===== src/core_fault_pkg.sv =====
// Constants and types shared by the fault exception entry unit
package core_fault_pkg;
	// ----------------------------------------
	// Vector offsets from the selected base
	// ----------------------------------------
	localparam logic [31:0] OFS_EMUL = 32'h0000_1000;
	localparam logic [31:0] OFS_ITLB_MISS = 32'h0000_1100;
	localparam logic [31:0] OFS_DTLB_MISS = 32'h0000_1200;
	localparam logic [31:0] OFS_ITLB_ERR = 32'h0000_1300;
	localparam logic [31:0] OFS_DTLB_ERR = 32'h0000_1400;
	localparam logic [31:0] OFS_BRK_DATA = 32'h0000_1c00;
	localparam logic [31:0] OFS_BRK_INSTR = 32'h0000_1d00;
	localparam logic [31:0] OFS_BRK_MASK = 32'h0000_1e00;
	localparam logic [31:0] OFS_PORT_NMI = 32'h0000_1f00;
	// ----------------------------------------
	// Machine state bits, bit 0 is the LSB here
	// ----------------------------------------
	localparam int unsigned MS_ILE = 15;
	localparam int unsigned MS_ME = 12;
	localparam int unsigned MS_IP = 6;
	localparam int unsigned MS_IR = 5;
	localparam int unsigned MS_DR = 4;
	localparam int unsigned MS_RI = 1;
	localparam int unsigned MS_LE = 0;
	// Bits that survive an entry
	localparam logic [31:0] MS_KEEP = (32'h1 << MS_IP) | (32'h1 << MS_ME);
	// Low half of machine state copied into save-restore status
	localparam int unsigned MS_COPY_W = 16;
	// ----------------------------------------
	// Save-restore status flags (MSB-first bit n sits at 31-n)
	// ----------------------------------------
	localparam int unsigned SRS_ABSENT = 30;
	localparam int unsigned SRS_GUARD = 28;
	localparam int unsigned SRS_PROT = 27;
	localparam int unsigned SRS_MISS = 21;
	// ----------------------------------------
	// Data fault status flags
	// ----------------------------------------
	localparam int unsigned DFS_ABSENT = 30;
	localparam int unsigned DFS_PROT = 27;
	localparam int unsigned DFS_STORE = 25;
	// ----------------------------------------
	// Register word indices and reset values
	// ----------------------------------------
	localparam logic [2:0] REG_SRP = 3'h0;
	localparam logic [2:0] REG_SRS = 3'h1;
	localparam logic [2:0] REG_MS = 3'h2;
	localparam logic [2:0] REG_DFS = 3'h3;
	localparam logic [2:0] REG_DFA = 3'h4;
	localparam logic [2:0] REG_BKA = 3'h5;
	localparam logic [2:0] REG_CTRL = 3'h6;
	localparam int unsigned NUM_REGS = 6;
	localparam logic [31:0] REG_RESET = 32'h0000_0000;
	localparam logic [31:0] MS_RESET = 32'h0000_0000;
	// Control word fields
	localparam int unsigned CTL_REV1 = 0;
	localparam int unsigned CTL_UNDEF = 1;
	localparam int unsigned CTL_CAUSE = 4;
	localparam logic CTL_REV1_RESET = 1'b1;
	// ----------------------------------------
	// Entry causes
	// ----------------------------------------
	typedef enum logic [3:0] {
		CAUSE_NONE = 4'h0,
		CAUSE_EMUL = 4'h1,
		CAUSE_ITLB_MISS = 4'h2,
		CAUSE_ITLB_ERR = 4'h3,
		CAUSE_DTLB_MISS = 4'h4,
		CAUSE_DTLB_ERR = 4'h5,
		CAUSE_BRK_INSTR = 4'h6,
		CAUSE_BRK_DATA = 4'h7,
		CAUSE_BRK_MASK = 4'h8,
		CAUSE_PORT_NMI = 4'h9
	} cause_e;
	// Fault requests from fetch, load/store, translation and debug logic
	typedef struct packed {
		logic emul_unimpl;
		logic fetch_miss;
		logic fetch_absent;
		logic fetch_prot;
		logic fetch_guard;
		logic data_miss;
		logic data_absent;
		logic data_prot;
		logic data_nochange;
		logic data_store;
		logic data_multi;
		logic data_nonfirst;
		logic align;
		logic brk_instr;
		logic brk_data;
		logic brk_periph;
		logic port_mask;
		logic port_nmi;
	} fault_req_s;
	// Addresses that go with a request
	typedef struct packed {
		logic [31:0] instr_addr;
		logic [31:0] next_addr;
		logic [31:0] data_addr;
	} fault_addr_s;
endpackage : core_fault_pkg


===== src/core_fault_exception_entry.sv =====
// Exception entry unit: cause selection, save registers, vectors, bus slave
// Summary of operation
// - Emulation entry saves pc, vectors 0x1000
// - Status low half copied from machine state
// - Entry keeps base and check bits, copies ILE into LE
// - Fetch miss with translation sets bits 4,10
// - Fetch miss vectors to 0x1100
// - Fetch error on absent, protection or guarded
// - Fetch error flags absent, guard, protection
// - First revision adds bits 3,10 on protection
// - Fetch error saves pc, vectors 0x1300
// - Data miss with translation clears status flags
// - Data miss vectors to 0x1200
// - Data error on absent, protection, unchanged write
// - Data error loads fault status and address
// - Data error vectors to 0x1400
// - Debug entry on breakpoint or port request
// - Debug saved pc depends on breakpoint kind
// - Port request at reset leaves saves undefined
// - Data breakpoint loads breakpoint address only
// - Debug vectors 0x1d00, 0x1c00, 0x1e00, 0x1f00
// - Later access miss allows partial, base kept
// - Alignment condition suppresses all results
// - Unimplemented optional facility takes emulation
`timescale 1ns/10ps
module core_fault_exception_entry #(
	parameter logic [31:0] HIGH_BASE = 32'hfff0_0000,
	parameter logic [31:0] LOW_BASE = 32'h0000_0000
) (
	// Clock and reset
	input wire logic clock_in,
	input wire logic nrst_in,
	// Avalon-MM slave
	input wire logic [4:0] avs_address_in,
	input wire logic avs_read_in,
	input wire logic avs_write_in,
	input wire logic [31:0] avs_writedata_in,
	input wire logic [3:0] avs_byteenable_in,
	output logic [31:0] avs_readdata_out,
	output logic avs_waitrequest_out,
	// Fault sources
	input wire core_fault_pkg::fault_req_s req_in,
	input wire core_fault_pkg::fault_addr_s addr_in,
	// Entry results
	output logic entry_out,
	output logic [31:0] vector_out,
	output logic [3:0] cause_out,
	output logic suppress_out,
	output logic partial_out,
	output logic keep_base_out,
	output logic [31:0] machine_state_out
);
	// ----------------------------------------
	// Functions
	// ----------------------------------------
	// Byte-lane merge of a bus write into a stored word
	function automatic logic [31:0] be_merge(input logic [31:0] old, input logic [31:0] data,
		input logic [3:0] be);
		logic [31:0] res;
		res = old;
		for (int b = 0; b < 4; b++) begin
			if (be[b]) begin
				res[8*b +: 8] = data[8*b +: 8];
			end
		end
		return res;
	endfunction : be_merge

	// Vector offset of each cause
	function automatic logic [31:0] vec_offset(input core_fault_pkg::cause_e c);
		case (c)
			core_fault_pkg::CAUSE_EMUL: return core_fault_pkg::OFS_EMUL;
			core_fault_pkg::CAUSE_ITLB_MISS: return core_fault_pkg::OFS_ITLB_MISS;
			core_fault_pkg::CAUSE_DTLB_MISS: return core_fault_pkg::OFS_DTLB_MISS;
			core_fault_pkg::CAUSE_ITLB_ERR: return core_fault_pkg::OFS_ITLB_ERR;
			core_fault_pkg::CAUSE_DTLB_ERR: return core_fault_pkg::OFS_DTLB_ERR;
			core_fault_pkg::CAUSE_BRK_INSTR: return core_fault_pkg::OFS_BRK_INSTR;
			core_fault_pkg::CAUSE_BRK_DATA: return core_fault_pkg::OFS_BRK_DATA;
			core_fault_pkg::CAUSE_BRK_MASK: return core_fault_pkg::OFS_BRK_MASK;
			core_fault_pkg::CAUSE_PORT_NMI: return core_fault_pkg::OFS_PORT_NMI;
			default: return 32'h0000_0000;
		endcase
	endfunction : vec_offset

	// ----------------------------------------
	// State
	// ----------------------------------------
	logic [31:0] reg_q [core_fault_pkg::NUM_REGS]; // Software-visible registers
	logic entry_q; // Entry pulse
	logic [31:0] vector_q; // Fetch address of handler
	core_fault_pkg::cause_e cause_q; // Last cause taken
	logic suppress_q; // Discard all results of the instruction
	logic partial_q; // Earlier accesses of the instruction stand
	logic keep_base_q; // Update-form base register not written
	logic [31:0] readdata_q; // Bus read data
	logic wait_q; // Bus wait request
	logic rev1_q; // First-revision flag behaviour
	logic undef_q; // Save registers not trustworthy

	// ----------------------------------------
	// Qualified fault conditions
	// ----------------------------------------
	logic [31:0] ms; // Current machine state
	logic itlb_miss_v; // Fetch miss under translation
	logic guard_v; // Guarded fetch under translation
	logic itlb_err_v; // Fetch error
	logic dtlb_miss_v; // Data miss under translation
	logic dtlb_err_v; // Data error
	logic dbg_mask_v; // Maskable port or peripheral breakpoint
	assign ms = reg_q[core_fault_pkg::REG_MS];
	assign itlb_miss_v = req_in.fetch_miss & ms[core_fault_pkg::MS_IR];
	assign guard_v = req_in.fetch_guard & ms[core_fault_pkg::MS_IR];
	assign itlb_err_v = req_in.fetch_absent | req_in.fetch_prot | guard_v;
	assign dtlb_miss_v = req_in.data_miss & ms[core_fault_pkg::MS_DR];
	// Unchanged-page fault only matters for a write
	assign dtlb_err_v = req_in.data_absent | req_in.data_prot |
		(req_in.data_nochange & req_in.data_store);
	assign dbg_mask_v = req_in.brk_periph | req_in.port_mask;

	// ----------------------------------------
	// Cause priority
	// ----------------------------------------
	// Non-maskable port request first, then fetch-side causes; an alignment condition blocks the data-side and maskable debug ones
	core_fault_pkg::cause_e sel_cause;
	logic take;
	assign sel_cause = req_in.port_nmi ? core_fault_pkg::CAUSE_PORT_NMI :
		itlb_miss_v ? core_fault_pkg::CAUSE_ITLB_MISS :
		itlb_err_v ? core_fault_pkg::CAUSE_ITLB_ERR :
		req_in.brk_instr ? core_fault_pkg::CAUSE_BRK_INSTR :
		req_in.emul_unimpl ? core_fault_pkg::CAUSE_EMUL :
		req_in.align ? core_fault_pkg::CAUSE_NONE :
		dtlb_miss_v ? core_fault_pkg::CAUSE_DTLB_MISS :
		dtlb_err_v ? core_fault_pkg::CAUSE_DTLB_ERR :
		req_in.brk_data ? core_fault_pkg::CAUSE_BRK_DATA :
		dbg_mask_v ? core_fault_pkg::CAUSE_BRK_MASK :
		core_fault_pkg::CAUSE_NONE;
	assign take = sel_cause != core_fault_pkg::CAUSE_NONE;

	// ----------------------------------------
	// Values loaded on entry
	// ----------------------------------------
	logic is_itlb_err; // Fetch error selected
	logic is_itlb_miss; // Fetch miss selected
	logic ie_prot; // Fetch protection violation selected
	logic [31:0] base_sel; // Base picked by vector-base bit
	logic [31:0] vector_d; // Handler address
	logic [31:0] pc_save; // Saved program counter
	logic [31:0] data_addr; // Data access address
	logic [31:0] srs_flags; // Cause flags of save-restore status
	logic [31:0] srs_val; // Save-restore status image
	logic [31:0] ms_entry; // Machine state after entry
	logic [31:0] dfs_val; // Data fault status image
	logic partial_d; // Partial completion allowed
	assign is_itlb_err = sel_cause == core_fault_pkg::CAUSE_ITLB_ERR;
	assign is_itlb_miss = sel_cause == core_fault_pkg::CAUSE_ITLB_MISS;
	assign ie_prot = is_itlb_err & req_in.fetch_prot;
	assign base_sel = ms[core_fault_pkg::MS_IP] ? HIGH_BASE : LOW_BASE;
	assign vector_d = base_sel | vec_offset(sel_cause);
	assign data_addr = addr_in.data_addr;
	// Data and maskable debug entries resume after the current instruction
	assign pc_save = (sel_cause == core_fault_pkg::CAUSE_BRK_DATA ||
		sel_cause == core_fault_pkg::CAUSE_BRK_MASK) ? addr_in.next_addr :
		addr_in.instr_addr;
	// Only fetch causes set flags; all others leave bits 1-4 and 10-15 clear
	assign srs_flags = (32'(is_itlb_err & req_in.fetch_absent) << core_fault_pkg::SRS_ABSENT) |
		(32'(is_itlb_err & (guard_v | (req_in.fetch_prot & rev1_q)))
		<< core_fault_pkg::SRS_GUARD) |
		(32'(ie_prot | is_itlb_miss) << core_fault_pkg::SRS_PROT) |
		(32'((ie_prot & rev1_q) | is_itlb_miss) << core_fault_pkg::SRS_MISS);
	assign srs_val = srs_flags |
		{16'h0000, ms[core_fault_pkg::MS_COPY_W-1:0]};
	assign ms_entry = (ms & core_fault_pkg::MS_KEEP) |
		(32'(ms[core_fault_pkg::MS_ILE]) << core_fault_pkg::MS_LE);
	assign dfs_val = (32'(req_in.data_absent) << core_fault_pkg::DFS_ABSENT) |
		(32'(req_in.data_prot) << core_fault_pkg::DFS_PROT) |
		(32'(req_in.data_store) << core_fault_pkg::DFS_STORE);
	assign partial_d = (sel_cause == core_fault_pkg::CAUSE_DTLB_MISS) &
		req_in.data_multi & req_in.data_nonfirst;

	// ----------------------------------------
	// Hardware loads of the register file
	// ----------------------------------------
	logic [core_fault_pkg::NUM_REGS-1:0] hw_we; // Hardware write per register
	logic [31:0] hw_val [core_fault_pkg::NUM_REGS]; // Hardware value per register
	logic is_dtlb_err; // Data error selected
	logic is_brk_data; // Data breakpoint selected
	assign is_dtlb_err = sel_cause == core_fault_pkg::CAUSE_DTLB_ERR;
	assign is_brk_data = sel_cause == core_fault_pkg::CAUSE_BRK_DATA;
	// Data breakpoint touches neither fault status nor fault address
	assign hw_we = {is_brk_data, is_dtlb_err, is_dtlb_err, take, take, take};
	assign hw_val[core_fault_pkg::REG_SRP] = pc_save;
	assign hw_val[core_fault_pkg::REG_SRS] = srs_val;
	assign hw_val[core_fault_pkg::REG_MS] = ms_entry;
	assign hw_val[core_fault_pkg::REG_DFS] = dfs_val;
	assign hw_val[core_fault_pkg::REG_DFA] = data_addr;
	assign hw_val[core_fault_pkg::REG_BKA] = data_addr;

	// ----------------------------------------
	// Bus decode
	// ----------------------------------------
	logic [2:0] word; // Word index of access
	logic bus_req; // Request present
	logic bus_done; // Request completes at this edge
	logic bus_wr; // Write completes at this edge
	logic [31:0] ctrl_view; // Control word read image
	logic [31:0] rd_word; // Read mux
	assign word = avs_address_in[4:2];
	assign bus_req = avs_read_in | avs_write_in;
	assign bus_done = bus_req & ~wait_q;
	assign bus_wr = bus_done & avs_write_in;
	assign ctrl_view = (32'(rev1_q) << core_fault_pkg::CTL_REV1) |
		(32'(undef_q) << core_fault_pkg::CTL_UNDEF) |
		(32'(cause_q) << core_fault_pkg::CTL_CAUSE);
	// Unmapped words read as zero
	assign rd_word = (word < 3'(core_fault_pkg::NUM_REGS)) ? reg_q[word] :
		(word == core_fault_pkg::REG_CTRL) ? ctrl_view : 32'h0000_0000;

	// ----------------------------------------
	// Register file
	// ----------------------------------------
	// An entry in the same cycle as a software write wins
	for (genvar i = 0; i < core_fault_pkg::NUM_REGS; i++) begin : g_reg
		logic sw_we;
		logic [31:0] rst_val;
		assign sw_we = bus_wr & (word == 3'(i));
		assign rst_val = (i == core_fault_pkg::REG_MS) ? core_fault_pkg::MS_RESET :
			core_fault_pkg::REG_RESET;
		always_ff @(posedge clock_in) begin
			if (!nrst_in) begin
				reg_q[i] <= rst_val;
			end else if (hw_we[i]) begin
				reg_q[i] <= hw_val[i];
			end else if (sw_we) begin
				reg_q[i] <= be_merge(reg_q[i], avs_writedata_in, avs_byteenable_in);
			end
		end
	end

	// ----------------------------------------
	// Entry outputs
	// ----------------------------------------
	// Registered handler address and instruction fate
	always_ff @(posedge clock_in) begin
		if (!nrst_in) begin
			entry_q <= 1'b0;
			vector_q <= 32'h0000_0000;
			cause_q <= core_fault_pkg::CAUSE_NONE;
			suppress_q <= 1'b0;
			partial_q <= 1'b0;
			keep_base_q <= 1'b0;
		end else begin
			entry_q <= take;
			vector_q <= take ? vector_d : vector_q;
			cause_q <= take ? sel_cause : cause_q;
			suppress_q <= req_in.align | (take & ~partial_d);
			partial_q <= partial_d;
			keep_base_q <= take;
		end
	end

	// ----------------------------------------
	// Control and undefined-save flag
	// ----------------------------------------
	// A port request seen in reset marks the save registers untrusted
	always_ff @(posedge clock_in) begin
		if (!nrst_in) begin
			rev1_q <= core_fault_pkg::CTL_REV1_RESET; // Starts in first-revision form
			undef_q <= req_in.port_mask | req_in.port_nmi;
		end else begin
			if (bus_wr && word == core_fault_pkg::REG_CTRL && avs_byteenable_in[0]) begin
				rev1_q <= avs_writedata_in[core_fault_pkg::CTL_REV1];
			end
			if (take && sel_cause != core_fault_pkg::CAUSE_PORT_NMI &&
				sel_cause != core_fault_pkg::CAUSE_BRK_MASK) begin
				undef_q <= 1'b0;
			end
		end
	end

	// ----------------------------------------
	// Bus answer
	// ----------------------------------------
	// Wait drops for one cycle per request; data is ready when it drops
	always_ff @(posedge clock_in) begin
		if (!nrst_in) begin
			wait_q <= 1'b1;
			readdata_q <= 32'h0000_0000;
		end else begin
			wait_q <= ~(bus_req & wait_q);
			if (avs_read_in && wait_q) begin
				readdata_q <= rd_word;
			end
		end
	end

	// ----------------------------------------
	// Output drive
	// ----------------------------------------
	assign avs_readdata_out = readdata_q;
	assign avs_waitrequest_out = wait_q;
	assign entry_out = entry_q;
	assign vector_out = vector_q;
	assign cause_out = cause_q;
	assign suppress_out = suppress_q;
	assign partial_out = partial_q;
	assign keep_base_out = keep_base_q;
	assign machine_state_out = reg_q[core_fault_pkg::REG_MS];
endmodule : core_fault_exception_entry


===== config.mk =====
export PLATFORM = sky130hd
export DESIGN_NAME = core_fault_exception_entry
export DESIGN_NICKNAME = d
export VERILOG_FILES = /design/src/core_fault_pkg.sv /design/src/core_fault_exception_entry.sv
export SDC_FILE = /design/constraint.sdc
export NUM_CORES = 1
export LEC_CHECK = 0
export BUFFER_PORTS_ARGS = -buffer_cell sky130_fd_sc_hd__buf_2
export CORE_MARGIN = 4
export CORE_UTILIZATION = 55
export CTS_CLUSTER_SIZE = 20
export DETAILED_ROUTE_END_ITERATION = 10
export PLACE_DENSITY_LB_ADDON = 0.2
export SLEW_MARGIN = 20
export SYNTH_ARGS = -nofsm -noshare
export SYNTH_HDL_FRONTEND = slang
export SYNTH_SLANG_ARGS = --single-unit
export TNS_END_PERCENT = 50

===== constraint.sdc =====
create_clock -name clock_in -period 3.5 [get_ports clock_in]
set_clock_uncertainty 0.2 [all_clocks]
set_input_delay 0.175 -clock clock_in [delete_from_list [all_inputs] [get_ports clock_in]]
set_output_delay 0.175 -clock clock_in [all_outputs]
set_load 0.02 [all_outputs]

==> flow_metrics.env <==
export IMPL_die_w_um=159
export IMPL_worstPathMaxFanout=44
export IMPL_multiInputGateArea_um2=5070
export IMPL_clk_pin_slew_ps=60
export IMPL_drt_total_wl_um=41000
export IMPL_antenna_found_initial=1
export IMPL_grt_max_degree=61
export IMPL_io_pins=264
export IMPL_wl_per_cell_um=23.6
export IMPL_grt_util_all_layers_pct=31.3
export IMPL_initialDrtViolationCount=1213
export IMPL_cts_made_buffers=26
export IMPL_synth_area_leader_cell="edfxtp_1"
export IMPL_maxSlewViolCount=0
export IMPL_synth_seq_cells=240
export IMPL_status="completed"
export IMPL_synth_top_cell_area_share_pct=46.3
export IMPL_grt_pass1_vias=10900
export IMPL_utilization_pct=71.5
export IMPL_area_delta_synth_final_pct=26.1
export IMPL_reg2reg_depth=10
export IMPL_avgSynthCellArea_um2=11.1
export IMPL_nFillCells=1569
export IMPL_final_hold_violation_count=0
export IMPL_port_buffers=246
export IMPL_synth_area_top_cells="edfxtp_1, dfxtp_1, mux4_2, nand2_1, a22o_1"
export IMPL_drc=0
export IMPL_cts_sinks=240
export IMPL_ys_flop_type="edfxtp_1"
export IMPL_required_ps=3690
export IMPL_clock_root_buffer="clkbuf_16"
export IMPL_fin_nets=1596
export IMPL_gp_congestion=0.878
export IMPL_fp_coreArea_um2=22100
export IMPL_grt_pass1_wl_um=62200
export IMPL_drive_gt1_share_pct=25.3
export IMPL_avgViaCountPerCell=6.27
export IMPL_gr_total_overflow=0
export IMPL_std_cell_rows=54
export IMPL_setup_tns_ps=0
export IMPL_synth_cell_area_um2=12500
export IMPL_drv_cap=0
export IMPL_min_delay_start="addr_in[54]"
export IMPL_power_leakage_nw=6.77
export IMPL_min_path_type="primary input to flop"
export IMPL_min_period_ps=3350
export IMPL_insertion_delay_ps=540
export IMPL_start_util_pct=56.7
export IMPL_min_to="reg_q[0][22]$_DFFE_PP_"
export IMPL_cp_start_kind="flop"
export IMPL_timing_rr_start="reg_q[2][5]$_SDFFCE_PN0P_"
export IMPL_critPathCaptureType="flop"
export IMPL_yosysSeqAreaShare_pct=53.8
export IMPL_ys_warn_count=0
export IMPL_peakVddDrop_uv=323
export IMPL_die_area_um2=25200
export IMPL_synth_edf_count=193
export IMPL_rsz0062_at_grt="false"
export IMPL_dp_hpwl_um=26700
export IMPL_ys_async_sr_fraction_pct=0
export IMPL_vias=10900
export IMPL_htreeDepth=1
export IMPL_cts_tree="built"
export IMPL_hold_path_cell_count=4
export IMPL_die_h_um=159
export IMPL_timing_rr_end="reg_q[4][10]$_SDFFCE_PN0P_"
export IMPL_tightest_slew_ps=915
export IMPL_r2r_slack_ps=150
export IMPL_diodes=0
export IMPL_relSlewSlack_pct=38.2
export IMPL_fin_crit_sh_pct=95.6
export IMPL_clk_path_buf_depth=3
export IMPL_ant_nets=0
export IMPL_synth_cells=1124
export IMPL_finalSetupViolations=0
export IMPL_power_density_nw_per_um2=431
export IMPL_crit_type="flop to flop"
export IMPL_dr_pass1_iters=5
export IMPL_worstPathArrival_ps=3540
export IMPL_ys_types=52
export IMPL_ff_latch_area_um2=6740
export IMPL_fmax_mhz=299
-- flip-flops by register name, summed over array words and instances, names as in the netlist --
register	cells
avs_waitrequest_out	1
reg_q	192
undef_q	1
rev1_q	1
suppress_out	1
vector_out	6
avs_readdata_out	32
partial_out	1
cause_out	4
keep_base_out	1
-- critical path, stage by stage (launching register included) --
cell	delay, ps
edfxtp_1	400
buf_4	200
o21ai_1	150
nand3b_1	190
nor2_4	210
buf_4	440
nand3_1	200
nor2_2	190
buf_12	260
o2bb2ai_1	150
dlygate4sd3_1	580
-- layout by cell type (no fill, tap or decap), drive strengths merged, types with 2 or more instances in the layout --
cell         count
buf            290
edfxtp         193
nand2          160
dlygate4sd3    103
nor2            84
a21oi           69
a22o            64
o2bb2ai         51
dfxtp           47
clkbuf          42
mux2i           38
inv             38
and2            37
nor2b           33
mux4            32
a32oi           31
a211oi          30
a21o            18
conb            15
nand3           10
o21ai            9
nor3             6
a21boi           5
clkinv           5
o211a            4
o21bai           4
and3             4
nand2b           3
a211o            3
o22ai            3
a31oi            2
o21a             2
o211ai           2
nand3b           2
o32ai            2
o31ai            2
or2              2
-- logic make-up (layout without fill, tap and decap cells) --
| group | Yosys count | after routing | synth area share (%) |
|---|---|---|---|
| and+or+nand+nor | 346 | 346 | 12.4 |
| buffers and inverters | 160 | 479 | 6.37 |
| AOI/OAI and AO/OA | 307 | 307 | 18.6 |
| DFF | 240 | 240 | 53.8 |
| muxes | 70 | 70 | 8.79 |
| other | 1 | 15 | 0.0299 |
-- cells in the mapped netlist, drive strengths merged (2+ instances only) --
cell type    n
o21bai       4
o2bb2ai     51
mux4        32
a21o        18
a211o        3
nor3         6
nand3       10
a211oi      30
inv         38
a31oi        2
o21a         2
and2        37
nand2      160
mux2i       38
o211ai       2
o32ai        2
dfxtp       47
a21oi       69
nand3b       2
clkbuf      55
buf         67
a21boi       5
o22ai        3
o21ai        9
and3         4
or2          2
nor2b       33
edfxtp     193
a32oi       31
o211a        4
o31ai        2
nand2b       3
a22o        64
nor2        84
-- how the worst max path moves through the flow --
stage                              start                          to  slack [ps]  depth (start not counted)
6_report       reg_q[2][5]$_SDFFCE_PN0P_  reg_q[4][10]$_SDFFCE_PN0P_         150                         10
3_5_place_dp   reg_q[2][4]$_SDFFCE_PN0P_       reg_q[0][8]$_DFFE_PP_         470                          7
5_1_grt        reg_q[2][5]$_SDFFCE_PN0P_  reg_q[4][17]$_SDFFCE_PN0P_          10                         10
2_1_floorplan  reg_q[2][5]$_SDFFCE_PN0P_   reg_q[4][0]$_SDFFCE_PN0P_         520                          9
3_3_place_gp   reg_q[2][4]$_SDFFCE_PN0P_       reg_q[0][8]$_DFFE_PP_         530                          7
4_1_cts        reg_q[2][4]$_SDFFCE_PN0P_  reg_q[4][17]$_SDFFCE_PN0P_          30                          8
-- power breakdown --
| part | leakage, nW | internal [W] | switching (W) |
|---|---|---|---|
| Combinational | 3.82 | 0.000354 | 0.000492 |
| Sequential | 2.54 | 0.00319 | 0.0000466 |
| Clock | 0.413 | 0.00161 | 0.00112 |
| Total | 6.77 | 0.00515 | 0.00165 |
-- metrics by stage --
stage                     instance area [um^2]  power, W  std cells  hold slack (ps)  setup slack [ps]
after global placement                   13900   0.00402       1583              200               532
final                                    15800   0.00680       1737             11.5               152
after floorplan                          12600   0.00374       1138             90.9               521
after CTS                                15800   0.00680       1734             3.09              31.1
after detailed placement                 13900   0.00404       1583              212               472
after global routing                     15800   0.00699       1737             30.9              13.0
-- final cells by class --
class	instances	area share, %
flip-flops and latches	240	42.7
clock buffers	42	5.02
well taps	280	2.22
multi-input cells	738	32.1
clock inverters	6	0.325
inverters	38	0.903
repair buffers	393	16.8
-- what timing repair did --
| item | 4_1_cts | 5_1_grt |
|---|---|---|
| gates resized for setup | 0 | 3 |
| hold buffers | 103 | 0 |
| buffers inserted | 0 | 3 |
| setup endpoints to repair | 0 | 9 |
| hold endpoints to repair | 196 | 0 |
-- per-layer routing --
| metal | up-vias | share of wire [%] | wire, um | GRT usage [%] |
|---|---|---|---|---|
| li1 | 4788 | - | - | - |
| met1 | 5280 | 38 | 15800 | 41.9 |
| met2 | 737 | 47 | 19300 | 51.4 |
| met3 | 80 | 12 | 4740 | 6.97 |
| met4 | 2 | 2.9 | 1210 | 10.1 |
| met5 | - | 0.027 | 11 | 0 |
Power figures use the tool's default switching activity.
